`src/inc/touch_power_status_map.vh`:
```
`ifndef TOUCH_POWER_STATUS_MAP_VH
`define TOUCH_POWER_STATUS_MAP_VH

// ************************************************************
// Register offsets
// ************************************************************
`define MAIN_POWER_CONTROL_ADDR 8'h00
`define GENERAL_EVENT_STATUS_ADDR 8'h02
`define CHANNEL_TOUCH_STATUS_ADDR 8'h03
`define LED_DONE_STATUS_ADDR 8'h04
`define CHANNEL_NOISE_STATUS_ADDR 8'h0A

// ************************************************************
// Main control fields
// ************************************************************
`define MAIN_GAIN_HI 7
`define MAIN_GAIN_LO 6
`define MAIN_STANDBY_BIT 5
`define MAIN_DEEP_SLEEP_BIT 4
`define MAIN_INT_BIT 0

// ************************************************************
// General status fields
// ************************************************************
`define GEN_LED_DONE_BIT 4
`define GEN_RESET_SEEN_BIT 3
`define GEN_MULTI_BLOCK_BIT 2
`define GEN_PATTERN_BIT 1
`define GEN_TOUCH_BIT 0

// ************************************************************
// Reset values
// ************************************************************
`define MAIN_POWER_CONTROL_RST 8'h00
`define STATUS_RST 8'h00
`define LED_DONE_RST 2'h0
`define READ_UNMAPPED 8'h00

`endif

```
`src/verilog/pin_sync3.v`:
```
`timescale 1ns/1ns
// Three-stage pin synchroniser; the output only moves once the second
// and third stages agree, which also rejects a one-cycle glitch.
module pin_sync3 (
    input wire clk_sys_in,
    input wire rstn_in,
    input wire pin_in,
    output wire level_out
);
    reg stage1_reg;
    reg stage2_reg;
    reg stage3_reg;
    reg level_reg;

    always @(posedge clk_sys_in or negedge rstn_in) begin
        if (!rstn_in) begin
            stage1_reg <= 1'b0;
            stage2_reg <= 1'b0;
            stage3_reg <= 1'b0;
            level_reg <= 1'b0;
        end else begin
            stage1_reg <= pin_in;
            stage2_reg <= stage1_reg;
            stage3_reg <= stage2_reg;
            if (stage2_reg == stage3_reg) begin
                level_reg <= stage3_reg;
            end
        end
    end

    assign level_out = level_reg;
endmodule // pin_sync3

```
`src/verilog/touch_power_status_regs.v`:
```
`timescale 1ns/1ns
`include "touch_power_status_map.vh"

module touch_power_status_regs (
    input wire clk_sys_in,
    input wire rstn_in,
    // Parallel side of the serial register bus
    input wire [7:0] reg_addr_in,
    input wire [7:0] reg_wdata_in,
    input wire reg_wr_in,
    input wire reg_rd_in,
    output wire [7:0] reg_rdata_out,
    // Sensing front end, same clock
    input wire [7:0] touch_detect_in,
    input wire [7:0] chan_int_enable_in,
    input wire [7:0] standby_chan_in,
    input wire [7:0] noise_lowfreq_in,
    input wire [7:0] noise_rf_in,
    input wire [63:0] delta_raw_in,
    input wire [7:0] pattern_above_in,
    input wire [3:0] pattern_limit_in,
    input wire pattern_detect_enable_in,
    input wire pattern_alert_enable_in,
    input wire multi_touch_block_in,
    input wire lowfreq_noise_filter_off_in,
    input wire rf_noise_filter_off_in,
    input wire wake_cfg_in,
    input wire spi4_mode_in,
    input wire reset_pin_qualified_in,
    // LED_DONE_SUMMARY engines
    input wire [1:0] led_finish_in,
    input wire [1:0] led_linked_in,
    // Shared wake / serial data pin
    input wire wake_pin_in,
    output wire wake_pin_out,
    output wire wake_pin_oe_out,
    // Controls towards the core
    output wire alert_n_out,
    output wire [3:0] gain_multi_touch_block_flag_out,
    output wire [7:0] scan_mask_out,
    output wire led_idle_force_out,
    output wire pwm_enable_out,
    output wire [7:0] sample_discard_out,
    output wire [63:0] delta_out
);

    // ************************************************************
    // Helpers
    // ************************************************************
    function [3:0] popcount8;
        input [7:0] vec;
        integer i;
        begin
            popcount8 = 4'h0;
            for (i = 0; i < 8; i = i + 1) begin
                popcount8 = popcount8 + {3'h0, vec[i]};
            end
        end
    endfunction

    function [3:0] gain_decode;
        input [1:0] code;
        begin
            case (code)
                2'h0: gain_decode = 4'h1;
                2'h1: gain_decode = 4'h2;
                2'h2: gain_decode = 4'h4;
                default: gain_decode = 4'h8;
            endcase
        end
    endfunction

    // ************************************************************
    // State
    // ************************************************************
    reg [1:0] gain_reg;
    reg standby_enable_reg;
    reg deep_sleep_enable_reg;
    reg int_flag_reg;
    reg [7:0] chan_touched_reg;
    reg [7:0] touch_seen_reg;
    reg [1:0] led_finished_reg;
    reg reset_seen_reg;
    reg pattern_match_flag_reg;
    reg pattern_cond_reg;
    reg multi_touch_block_flag_reg;
    reg [7:0] chan_noisy_reg;
    reg wake_assert_reg;
    reg por_pending_reg;
    reg [7:0] rdata_reg;
    reg [63:0] delta_reg;

    reg [1:0] gain_next;
    reg standby_enable_next;
    reg deep_sleep_enable_next;
    reg int_flag_next;
    reg [7:0] chan_touched_next;
    reg [1:0] led_finished_next;
    reg reset_seen_next;
    reg pattern_match_flag_next;
    reg wake_assert_next;
    reg [7:0] rdata_next;
    reg [63:0] delta_next;

    wire wake_level;
    wire main_wr;
    wire int_clear;
    wire [7:0] noisy_now;
    wire [7:0] touch_live;
    wire [7:0] touch_rise;
    wire [7:0] pattern_chans;
    wire pattern_cond;
    wire pattern_rise;
    wire int_set;
    wire led_done_summary;
    wire touch_summary;
    wire wake_request;
    wire [7:0] main_value;
    wire [7:0] general_value;
    integer ch;

    pin_sync3 wake_sync (
        .clk_sys_in(clk_sys_in),
        .rstn_in(rstn_in),
        .pin_in(wake_pin_in),
        .level_out(wake_level)
    );

    // ************************************************************
    // Scan, noise and pattern conditions
    // ************************************************************
    assign scan_mask_out = deep_sleep_enable_reg ? 8'h00 :
        (standby_enable_reg ? standby_chan_in : 8'hFF);
    assign gain_multi_touch_block_flag_out = gain_decode(gain_reg);
    assign led_idle_force_out = deep_sleep_enable_reg;
    assign pwm_enable_out = ~deep_sleep_enable_reg;

    assign noisy_now = noise_lowfreq_in | noise_rf_in;
    assign sample_discard_out =
        (noise_lowfreq_in & {8{~lowfreq_noise_filter_off_in}}) |
        (noise_rf_in & {8{~rf_noise_filter_off_in}});

    // Unscanned channels simply fall to untouched, giving one release
    assign touch_live = touch_detect_in & scan_mask_out
        & ~chan_noisy_reg;
    assign touch_rise = touch_live & ~touch_seen_reg;

    // OR before counting so a channel over threshold and noisy counts once
    assign pattern_chans = pattern_above_in | chan_noisy_reg;
    assign pattern_cond = pattern_detect_enable_in
        & ~deep_sleep_enable_reg
        & (popcount8(pattern_chans) > pattern_limit_in);
    assign pattern_rise = pattern_cond & ~pattern_cond_reg;

    // Multi-touch suppression is reported but never interrupts
    assign int_set = (|(touch_rise & chan_int_enable_in))
        | por_pending_reg | reset_pin_qualified_in
        | (pattern_rise & pattern_alert_enable_in)
        | (|(led_finish_in & ~led_linked_in));

    // ************************************************************
    // Register writes
    // ************************************************************
    assign main_wr = reg_wr_in
        & (reg_addr_in == `MAIN_POWER_CONTROL_ADDR);
    // Any zero written to the flag is a clear, even with the flag already low
    assign int_clear = main_wr & ~reg_wdata_in[`MAIN_INT_BIT];
    // Our own drive reads back on the pin, so only a foreign level wakes
    assign wake_request = wake_level & ~wake_pin_oe_out;

    always @* begin
        gain_next = gain_reg;
        standby_enable_next = standby_enable_reg;
        deep_sleep_enable_next = deep_sleep_enable_reg;
        if (main_wr) begin
            gain_next = reg_wdata_in[`MAIN_GAIN_HI:`MAIN_GAIN_LO];
            standby_enable_next = reg_wdata_in[`MAIN_STANDBY_BIT];
            deep_sleep_enable_next = reg_wdata_in[`MAIN_DEEP_SLEEP_BIT];
        end
        if (wake_request) begin
            deep_sleep_enable_next = 1'b0;
        end
    end

    // ************************************************************
    // Status and interrupt flag; a set beats a host clear, deep sleep beats both
    // ************************************************************
    always @* begin
        int_flag_next = int_flag_reg;
        if (main_wr) begin
            int_flag_next = reg_wdata_in[`MAIN_INT_BIT];
        end
        if (int_set) begin
            int_flag_next = 1'b1;
        end

        chan_touched_next = chan_touched_reg | touch_rise;
        if (int_clear) begin
            chan_touched_next = (chan_touched_reg & touch_live)
                | touch_rise;
        end

        led_finished_next = led_finished_reg
            | (led_finish_in & ~led_linked_in);
        if (int_clear) begin
            led_finished_next = led_finish_in & ~led_linked_in;
        end

        reset_seen_next = reset_seen_reg;
        if (int_clear) begin
            reset_seen_next = 1'b0;
        end
        if (por_pending_reg | reset_pin_qualified_in) begin
            reset_seen_next = 1'b1;
        end

        pattern_match_flag_next = pattern_match_flag_reg | pattern_cond;
        if (int_clear) begin
            pattern_match_flag_next = pattern_cond;
        end

        // Wake only for standby touches that actually raised the flag
        wake_assert_next = wake_assert_reg;
        if (int_clear) begin
            wake_assert_next = 1'b0;
        end
        if (standby_enable_reg & wake_cfg_in
            & (|(touch_rise & chan_int_enable_in))) begin
            wake_assert_next = 1'b1;
        end

        // Deep sleep wipes all but the multi-touch and noise flags from its entry edge, so no event
        // landing on that edge can leave the alert asserted while asleep
        if (deep_sleep_enable_next) begin
            int_flag_next = 1'b0;
            chan_touched_next = `STATUS_RST;
            led_finished_next = `LED_DONE_RST;
            reset_seen_next = 1'b0;
            pattern_match_flag_next = 1'b0;
            wake_assert_next = 1'b0;
        end
    end

    // ************************************************************
    // Delta gating
    // ************************************************************
    always @* begin
        delta_next = delta_raw_in;
        for (ch = 0; ch < 8; ch = ch + 1) begin
            if (noisy_now[ch]) begin
                delta_next[ch*8 +: 8] = 8'h00;
            end
        end
    end

    // ************************************************************
    // Read mux
    // ************************************************************
    assign led_done_summary = |led_finished_reg;
    assign touch_summary = |chan_touched_reg;
    assign main_value = {gain_reg, standby_enable_reg,
        deep_sleep_enable_reg, 3'h0, int_flag_reg};
    assign general_value = {3'h0, led_done_summary, reset_seen_reg,
        multi_touch_block_flag_reg, pattern_match_flag_reg,
        touch_summary};

    always @* begin
        rdata_next = rdata_reg;
        if (reg_rd_in) begin
            case (reg_addr_in)
                `MAIN_POWER_CONTROL_ADDR: rdata_next = main_value;
                `GENERAL_EVENT_STATUS_ADDR: rdata_next = general_value;
                `CHANNEL_TOUCH_STATUS_ADDR: rdata_next = chan_touched_reg;
                `LED_DONE_STATUS_ADDR:
                    rdata_next = {6'h00, led_finished_reg};
                `CHANNEL_NOISE_STATUS_ADDR: rdata_next = chan_noisy_reg;
                default: rdata_next = `READ_UNMAPPED;
            endcase
        end
    end

    // ************************************************************
    // Flops
    // ************************************************************
    always @(posedge clk_sys_in or negedge rstn_in) begin
        if (!rstn_in) begin
            gain_reg <= 2'h0;
            standby_enable_reg <= 1'b0;
            deep_sleep_enable_reg <= 1'b0;
            int_flag_reg <= 1'b0;
            chan_touched_reg <= `STATUS_RST;
            touch_seen_reg <= 8'h00;
            led_finished_reg <= `LED_DONE_RST;
            reset_seen_reg <= 1'b0;
            pattern_match_flag_reg <= 1'b0;
            pattern_cond_reg <= 1'b0;
            multi_touch_block_flag_reg <= 1'b0;
            chan_noisy_reg <= 8'h00;
            wake_assert_reg <= 1'b0;
            por_pending_reg <= 1'b1;
            rdata_reg <= `READ_UNMAPPED;
            delta_reg <= 64'h0;
        end else begin
            gain_reg <= gain_next;
            standby_enable_reg <= standby_enable_next;
            deep_sleep_enable_reg <= deep_sleep_enable_next;
            int_flag_reg <= int_flag_next;
            chan_touched_reg <= chan_touched_next;
            touch_seen_reg <= touch_live;
            led_finished_reg <= led_finished_next;
            reset_seen_reg <= reset_seen_next;
            pattern_match_flag_reg <= pattern_match_flag_next;
            pattern_cond_reg <= pattern_cond;
            multi_touch_block_flag_reg <= multi_touch_block_in
                & ~deep_sleep_enable_reg;
            chan_noisy_reg <= noisy_now
                & {8{~deep_sleep_enable_reg}};
            wake_assert_reg <= wake_assert_next;
            por_pending_reg <= 1'b0;
            rdata_reg <= rdata_next;
            delta_reg <= delta_next;
        end
    end

    // ************************************************************
    // Outputs
    // ************************************************************
    assign alert_n_out = ~int_flag_reg;
    assign wake_pin_out = 1'b1;
    // In four-wire SPI the pin is data in, so it is never driven
    assign wake_pin_oe_out = wake_assert_reg & ~spi4_mode_in;
    assign reg_rdata_out = rdata_reg;
    assign delta_out = delta_reg;

endmodule // touch_power_status_regs

```
`config.mk`:
```
export PLATFORM = sky130hd
export DESIGN_NAME = touch_power_status_regs
export DESIGN_NICKNAME = d
export VERILOG_FILES = /design/src/verilog/pin_sync3.v /design/src/verilog/touch_power_status_regs.v
export VERILOG_INCLUDE_DIRS = /design/src /design/src/inc
export SDC_FILE = /design/constraint.sdc
export NUM_CORES = 1
export LEC_CHECK = 0
export BUFFER_PORTS_ARGS = -buffer_cell sky130_fd_sc_hd__buf_2
export CAP_MARGIN = 30
export CORE_UTILIZATION = 46
export CTS_CLUSTER_DIAMETER = 150
export DETAILED_ROUTE_END_ITERATION = 6
export PLACE_DENSITY = 0.81
export REMOVE_ABC_BUFFERS = 1
export SETUP_SLACK_MARGIN = 0.02
export SLEW_MARGIN = 20
export SYNTH_ARGS = -nofsm -noshare
export SYNTH_HDL_FRONTEND = slang
export SYNTH_SLANG_ARGS = --single-unit
export TNS_END_PERCENT = 5
```
`constraint.sdc`:
```
create_clock -name clk_sys_in -period 4.92 [get_ports clk_sys_in]
set_input_delay 0 -clock clk_sys_in [delete_from_list [all_inputs] [get_ports clk_sys_in]]
set_output_delay 0 -clock clk_sys_in [all_outputs]
set_load 0.05 [all_outputs]
```
==> flow_summary.ini, run 1 <==
[floorplan]
die_w_um = 104
top_level_ports = 246
core.rowCount = 36
die_h_um = 104
initial_core_util = 0.483

[logic_synthesis]
synth_seq_area_share = 0.589
syn_area_um2 = 4800
ys_ff_latch = 113
async_reset_ff_frac = 1.00
synth_edf_count = 0
synthFlopType = dfrtp_1
yosys_warnings = 0
synthCells = 436
synth_area_per_cell_um2 = 11.0
ys_types = 48

[clocking]
cts-resized-gates = 0
clock_path_buffers = 2
htreeDepth = 4
cts-buffers-inserted = 17
ctsRootBufferMaster = clkbuf_8
cts_sinks = 113
holdBufCountCts = 167
cts_setup_buffers = 0

[place]
routabilityCongestion = 0.901
io_buffers = 241
post-dp-hpwl_mm = 10.2

[status]
status = did not finish
error = [ERROR RSZ-0060] Max buffer count reached.
haltStage = clock tree synthesis
-- logic make-up after synthesis --
family	Yosys count	synth area share
AND/OR/NAND/NOR	166	0.205
flip-flops	113	0.589
AO/OA/AOI/OAI	77	0.101
buffers and inverters	58	0.0503
adder cells (fa/ha/maj)	12	0.0370
multiplexers	7	0.0154
other	2	0.00156
XOR/XNOR	1	0.00182
-- synth_stat cells, types with 2 or more instances --
master / number / share of area
nor2b_1: 12 / 0.016
buf_2: 3 / 0.0031
a211oi_2: 2 / 0.0052
dfrtp_1: 112 / 0.58
inv_1: 45 / 0.035
o22ai_1: 17 / 0.022
nor4_1: 4 / 0.0052
and3b_1: 4 / 0.0073
buf_6: 2 / 0.0047
a32oi_1: 2 / 0.0036
ha_1: 7 / 0.018
a31o_2: 3 / 0.0055
o21ai_0: 11 / 0.011
and2_1: 65 / 0.085
nor3_1: 4 / 0.0042
or2_2: 3 / 0.0039
conb_1: 2 / 0.0016
buf_1: 3 / 0.0023
nand2b_1: 9 / 0.012
or4bb_1: 3 / 0.0070
nand2_1: 9 / 0.0070
mux2i_1: 4 / 0.0083
mux2_2: 3 / 0.0070
nand3_1: 6 / 0.0063
a211oi_1: 5 / 0.0078
nor2_1: 37 / 0.029
a2111oi_0: 2 / 0.0036
clkbuf_1: 3 / 0.0023
a21oi_1: 31 / 0.032
fa_1: 4 / 0.017
nand3b_1: 2 / 0.0031
-- through the flow --
step / hold WS, ns / worst slack, ns / util / cells / area (um^2)
floorplan: -0.296 / 0.996 / - / 423 / 4730
global placement: 0.0804 / 0.816 / 0.615 / 799 / 6120
detailed placement: 0.0998 / 0.738 / 0.615 / 799 / 6120
==> inputs of run 2 (changes only) <==
Settings changed: CORE_UTILIZATION 46 to 40, CTS_CLUSTER_DIAMETER 150 to unset, PLACE_DENSITY 0.81 to unset, PLACE_DENSITY_LB_ADDON set to 0.15, SETUP_SLACK_MARGIN 0.02 to unset.
==> flow_summary.ini, run 2 <==
[sta]
drv_slew = 0
rsz0062_at_grt = false
setup_viol = 0
tns_ns = 0
finalCritPeriodShare = 0.956
max_slew_margin = 0.354
hold_violations = 0
min_period_ns = 4.70
worst_pin_slew_ns = 0.944
skew_ns = 0.0105
max_freq_ghz = 0.213
finalWorstSetupSlack_ns = 0.218

[setup_path]
worstPathRequired_ns = 5.21
max_stage_delay_ns = 0.57
cpLargestDelayFamily = adder cells
start_kind = register
path_cells = nor2_1, fa_1, inv_1, fa_1, inv_1, fa_1, inv_1, ha_1, fa_1, xor2_1, ha_1, a21oi_1, o22ai_1, o2111a_1, nand3b_1, a41oi_1, dlygate4sd3_1
path_buf_inv = 4
critPathSlowestCell = dlygate4sd3_1
cp.arrival_ns = 4.99
worstSetupEndpointType = register
cp_common_cell = fa_1
path_max_fanout = 3
crit_type = reg -> reg

[status]
status = finished, violations left
violations = DRC

[finish]
nFillCells = 843
largest_register_ffs = 64
syn_to_final_growth_pct = 69.2
n_antenna_cell = 0
nets = 985
final_cell_mix = buf_2, dlygate4sd3_1, dfrtp_1
final_common_cell = buf_2
drive_gt1_frac = 0.345

[routing]
avgViaCountPerCell = 4.82
drc = 10
antenna_left = 0
dr.pass1.iters = 6
routedWlPerCell_um = 16.3
drt_iter0_markers = 235
num_vias = 4732
wirelength_mm = 15.9

[pwr]
switching_share = 0.257
clockPowerShare = 0.456
power_switching_uw = 681
pwr-share-comb = 0.170
seqPwrFrac = 0.374
power.density_nw_per_um2 = 326
p_int_uw = 1970
p_total_uw = 2650
leakagePower_uw = 0.00425
ir_drop_mv = 0.262

[clocking]
clk_latency_ns = 0.41
htreeDepth = 4
ctsRootBufferMaster = clkbuf_16
cts_tree = built
clock_path_buffers = 2
cts_sinks = 113
cts-buffers-inserted = 17
cts_setup_buffers = 0
clkSlewWorstSetupHoldPaths_ns = 0.05
cts-resized-gates = 0

[logic_synthesis]
synth_area_leaders = dfrtp_1, and2_1, inv_1
ys_types = 48
synthSimpleGateAreaFrac = 0.205
synth_top_family_by_area = simple AND/OR/NAND/NOR gates
ys_ff_latch = 113
yosysMostFrequentCell = dfrtp_1
synth_area_per_cell_um2 = 11.0
synthCells = 436
synth_xor_area_frac = 0.00182
synthAdderAreaFrac = 0.0370
muxShareOfSynthArea = 0.0154
synthFlopType = dfrtp_1
synthTopCellsByCount = dfrtp_1, and2_1, inv_1, nor2_1, a21oi_1
synth_compound_area_frac = 0.101
syn_area_um2 = 4800
yosys_warnings = 0
synth.largest_area_cell = dfrtp_1
synth_edf_count = 0
synth_seq_area_share = 0.589
async_reset_ff_frac = 1.00
synth_top_area_share = 0.583

[global_routing]
grtUsageMet3 = 0.0909
overflow = 0
grt.busiest_layer = met2
grt_antenna_before_repair = 1
grt_pass1_wl_mm = 25.3
grt_start_max_net_pins = 70
grtUsageMet2 = 0.485
grt_usage = 0.270
use_met1 = 0.282
grt_pass1_vias = 5138

[floorplan]
top_level_ports = 246
core.rowCount = 39
die_h_um = 112
die-area_um2 = 12500
core-area_um2 = 11600
initial_core_util = 0.415
die_w_um = 112

[place]
dp_slack_ns = 0.737
routabilityCongestion = 0.905
post-dp-hpwl_mm = 10.5
io_buffers = 241

[run]
maxCapViolCount = 0

[min_path]
hold_path_class = in -> reg
[run 2: cells by family after synthesis]
family                     after synthesis
and+or+nand+nor                        166
DFF                                    113
AOI/OAI and AO/OA                       77
buffers and inverters                   58
adders and majority gates               12
muxes                                    7
other                                    2
xor gates and xnor gates                 1
[run 2: path summary, 6_finish.rpt]
| check | from | end | slack, ns | depth (start not counted) |
|---|---|---|---|---|
| min in group asynchronous | rstn_in | delta_out[56] | 0.14 | 2 |
| min | noise_rf_in[2] | delta_out[19] | 0.005 | 3 |
| min reg2reg | wake_sync.stage1_reg | wake_sync.stage2_reg | 0.37 | 0 |
| max | chan_noisy_reg[0] | int_flag_reg | 0.22 | 17 |
| max reg2reg | chan_noisy_reg[0] | int_flag_reg | 0.22 | 17 |
| max in group asynchronous | rstn_in | delta_out[11] | 3.73 | 4 |
[run 2: power by group through the flow]
stage	Clock, uW	Sequential, uW	Combinational, uW
after CTS	1230	991	442
after detailed placement	0	1010	364
after global routing	1270	995	486
final	1210	991	451
after floorplan	0	1070	145
after global placement	0	1000	355
[run 2: worst reg2reg max path, cell delays in order, from the launching register on]
cell           delay (ns)
dfrtp_1              0.39
nor2_1               0.09
fa_1                 0.53
inv_1                0.05
fa_1                 0.53
inv_1                0.05
fa_1                 0.52
inv_1                0.04
ha_1                 0.22
fa_1                 0.38
xor2_1               0.17
ha_1                 0.30
a21oi_1              0.16
o22ai_1              0.09
o2111a_1             0.27
nand3b_1             0.11
a41oi_1              0.09
dlygate4sd3_1        0.57
[run 2: metrics by stage]
stage	util	cells	instance area [um^2]	hold WS [ns]
floorplan	-	423	4730	-0.296
global placement	0.530	809	6130	0.0247
detailed placement	0.530	809	6130	0.0296
CTS	0.699	977	8080	0.000109
global route	0.703	981	8130	0.0154
finish	0.703	981	8130	0.00491
[run 2: metal layers]
layer | vias to the layer above | wire, um
li1 | 2228 | -
met1 | 2256 | 5860
met2 | 202 | 8310
met3 | 44 | 1220
met4 | 2 | 548
met5 | - | 8
[run 2: cell type report]
| cell class | count | area (um^2) | share of cell area |
|---|---|---|---|
| clock inverter | 5 | 75.1 | 0.00923 |
| clock buffer | 27 | 513 | 0.0631 |
| inverter | 45 | 169 | 0.0208 |
| sequential | 113 | 2830 | 0.348 |
| timing repair buffer | 383 | 2630 | 0.324 |
| tap | 143 | 179 | 0.0220 |
| multi-input combinational | 265 | 1730 | 0.213 |
[run 2: repair_timing]
action,CTS,global route
hold endpoints to repair,144,1
endpoints found under the setup margin,0,0
hold buffers,136,2
No activity file was read; power rests on OpenSTA's default activity.
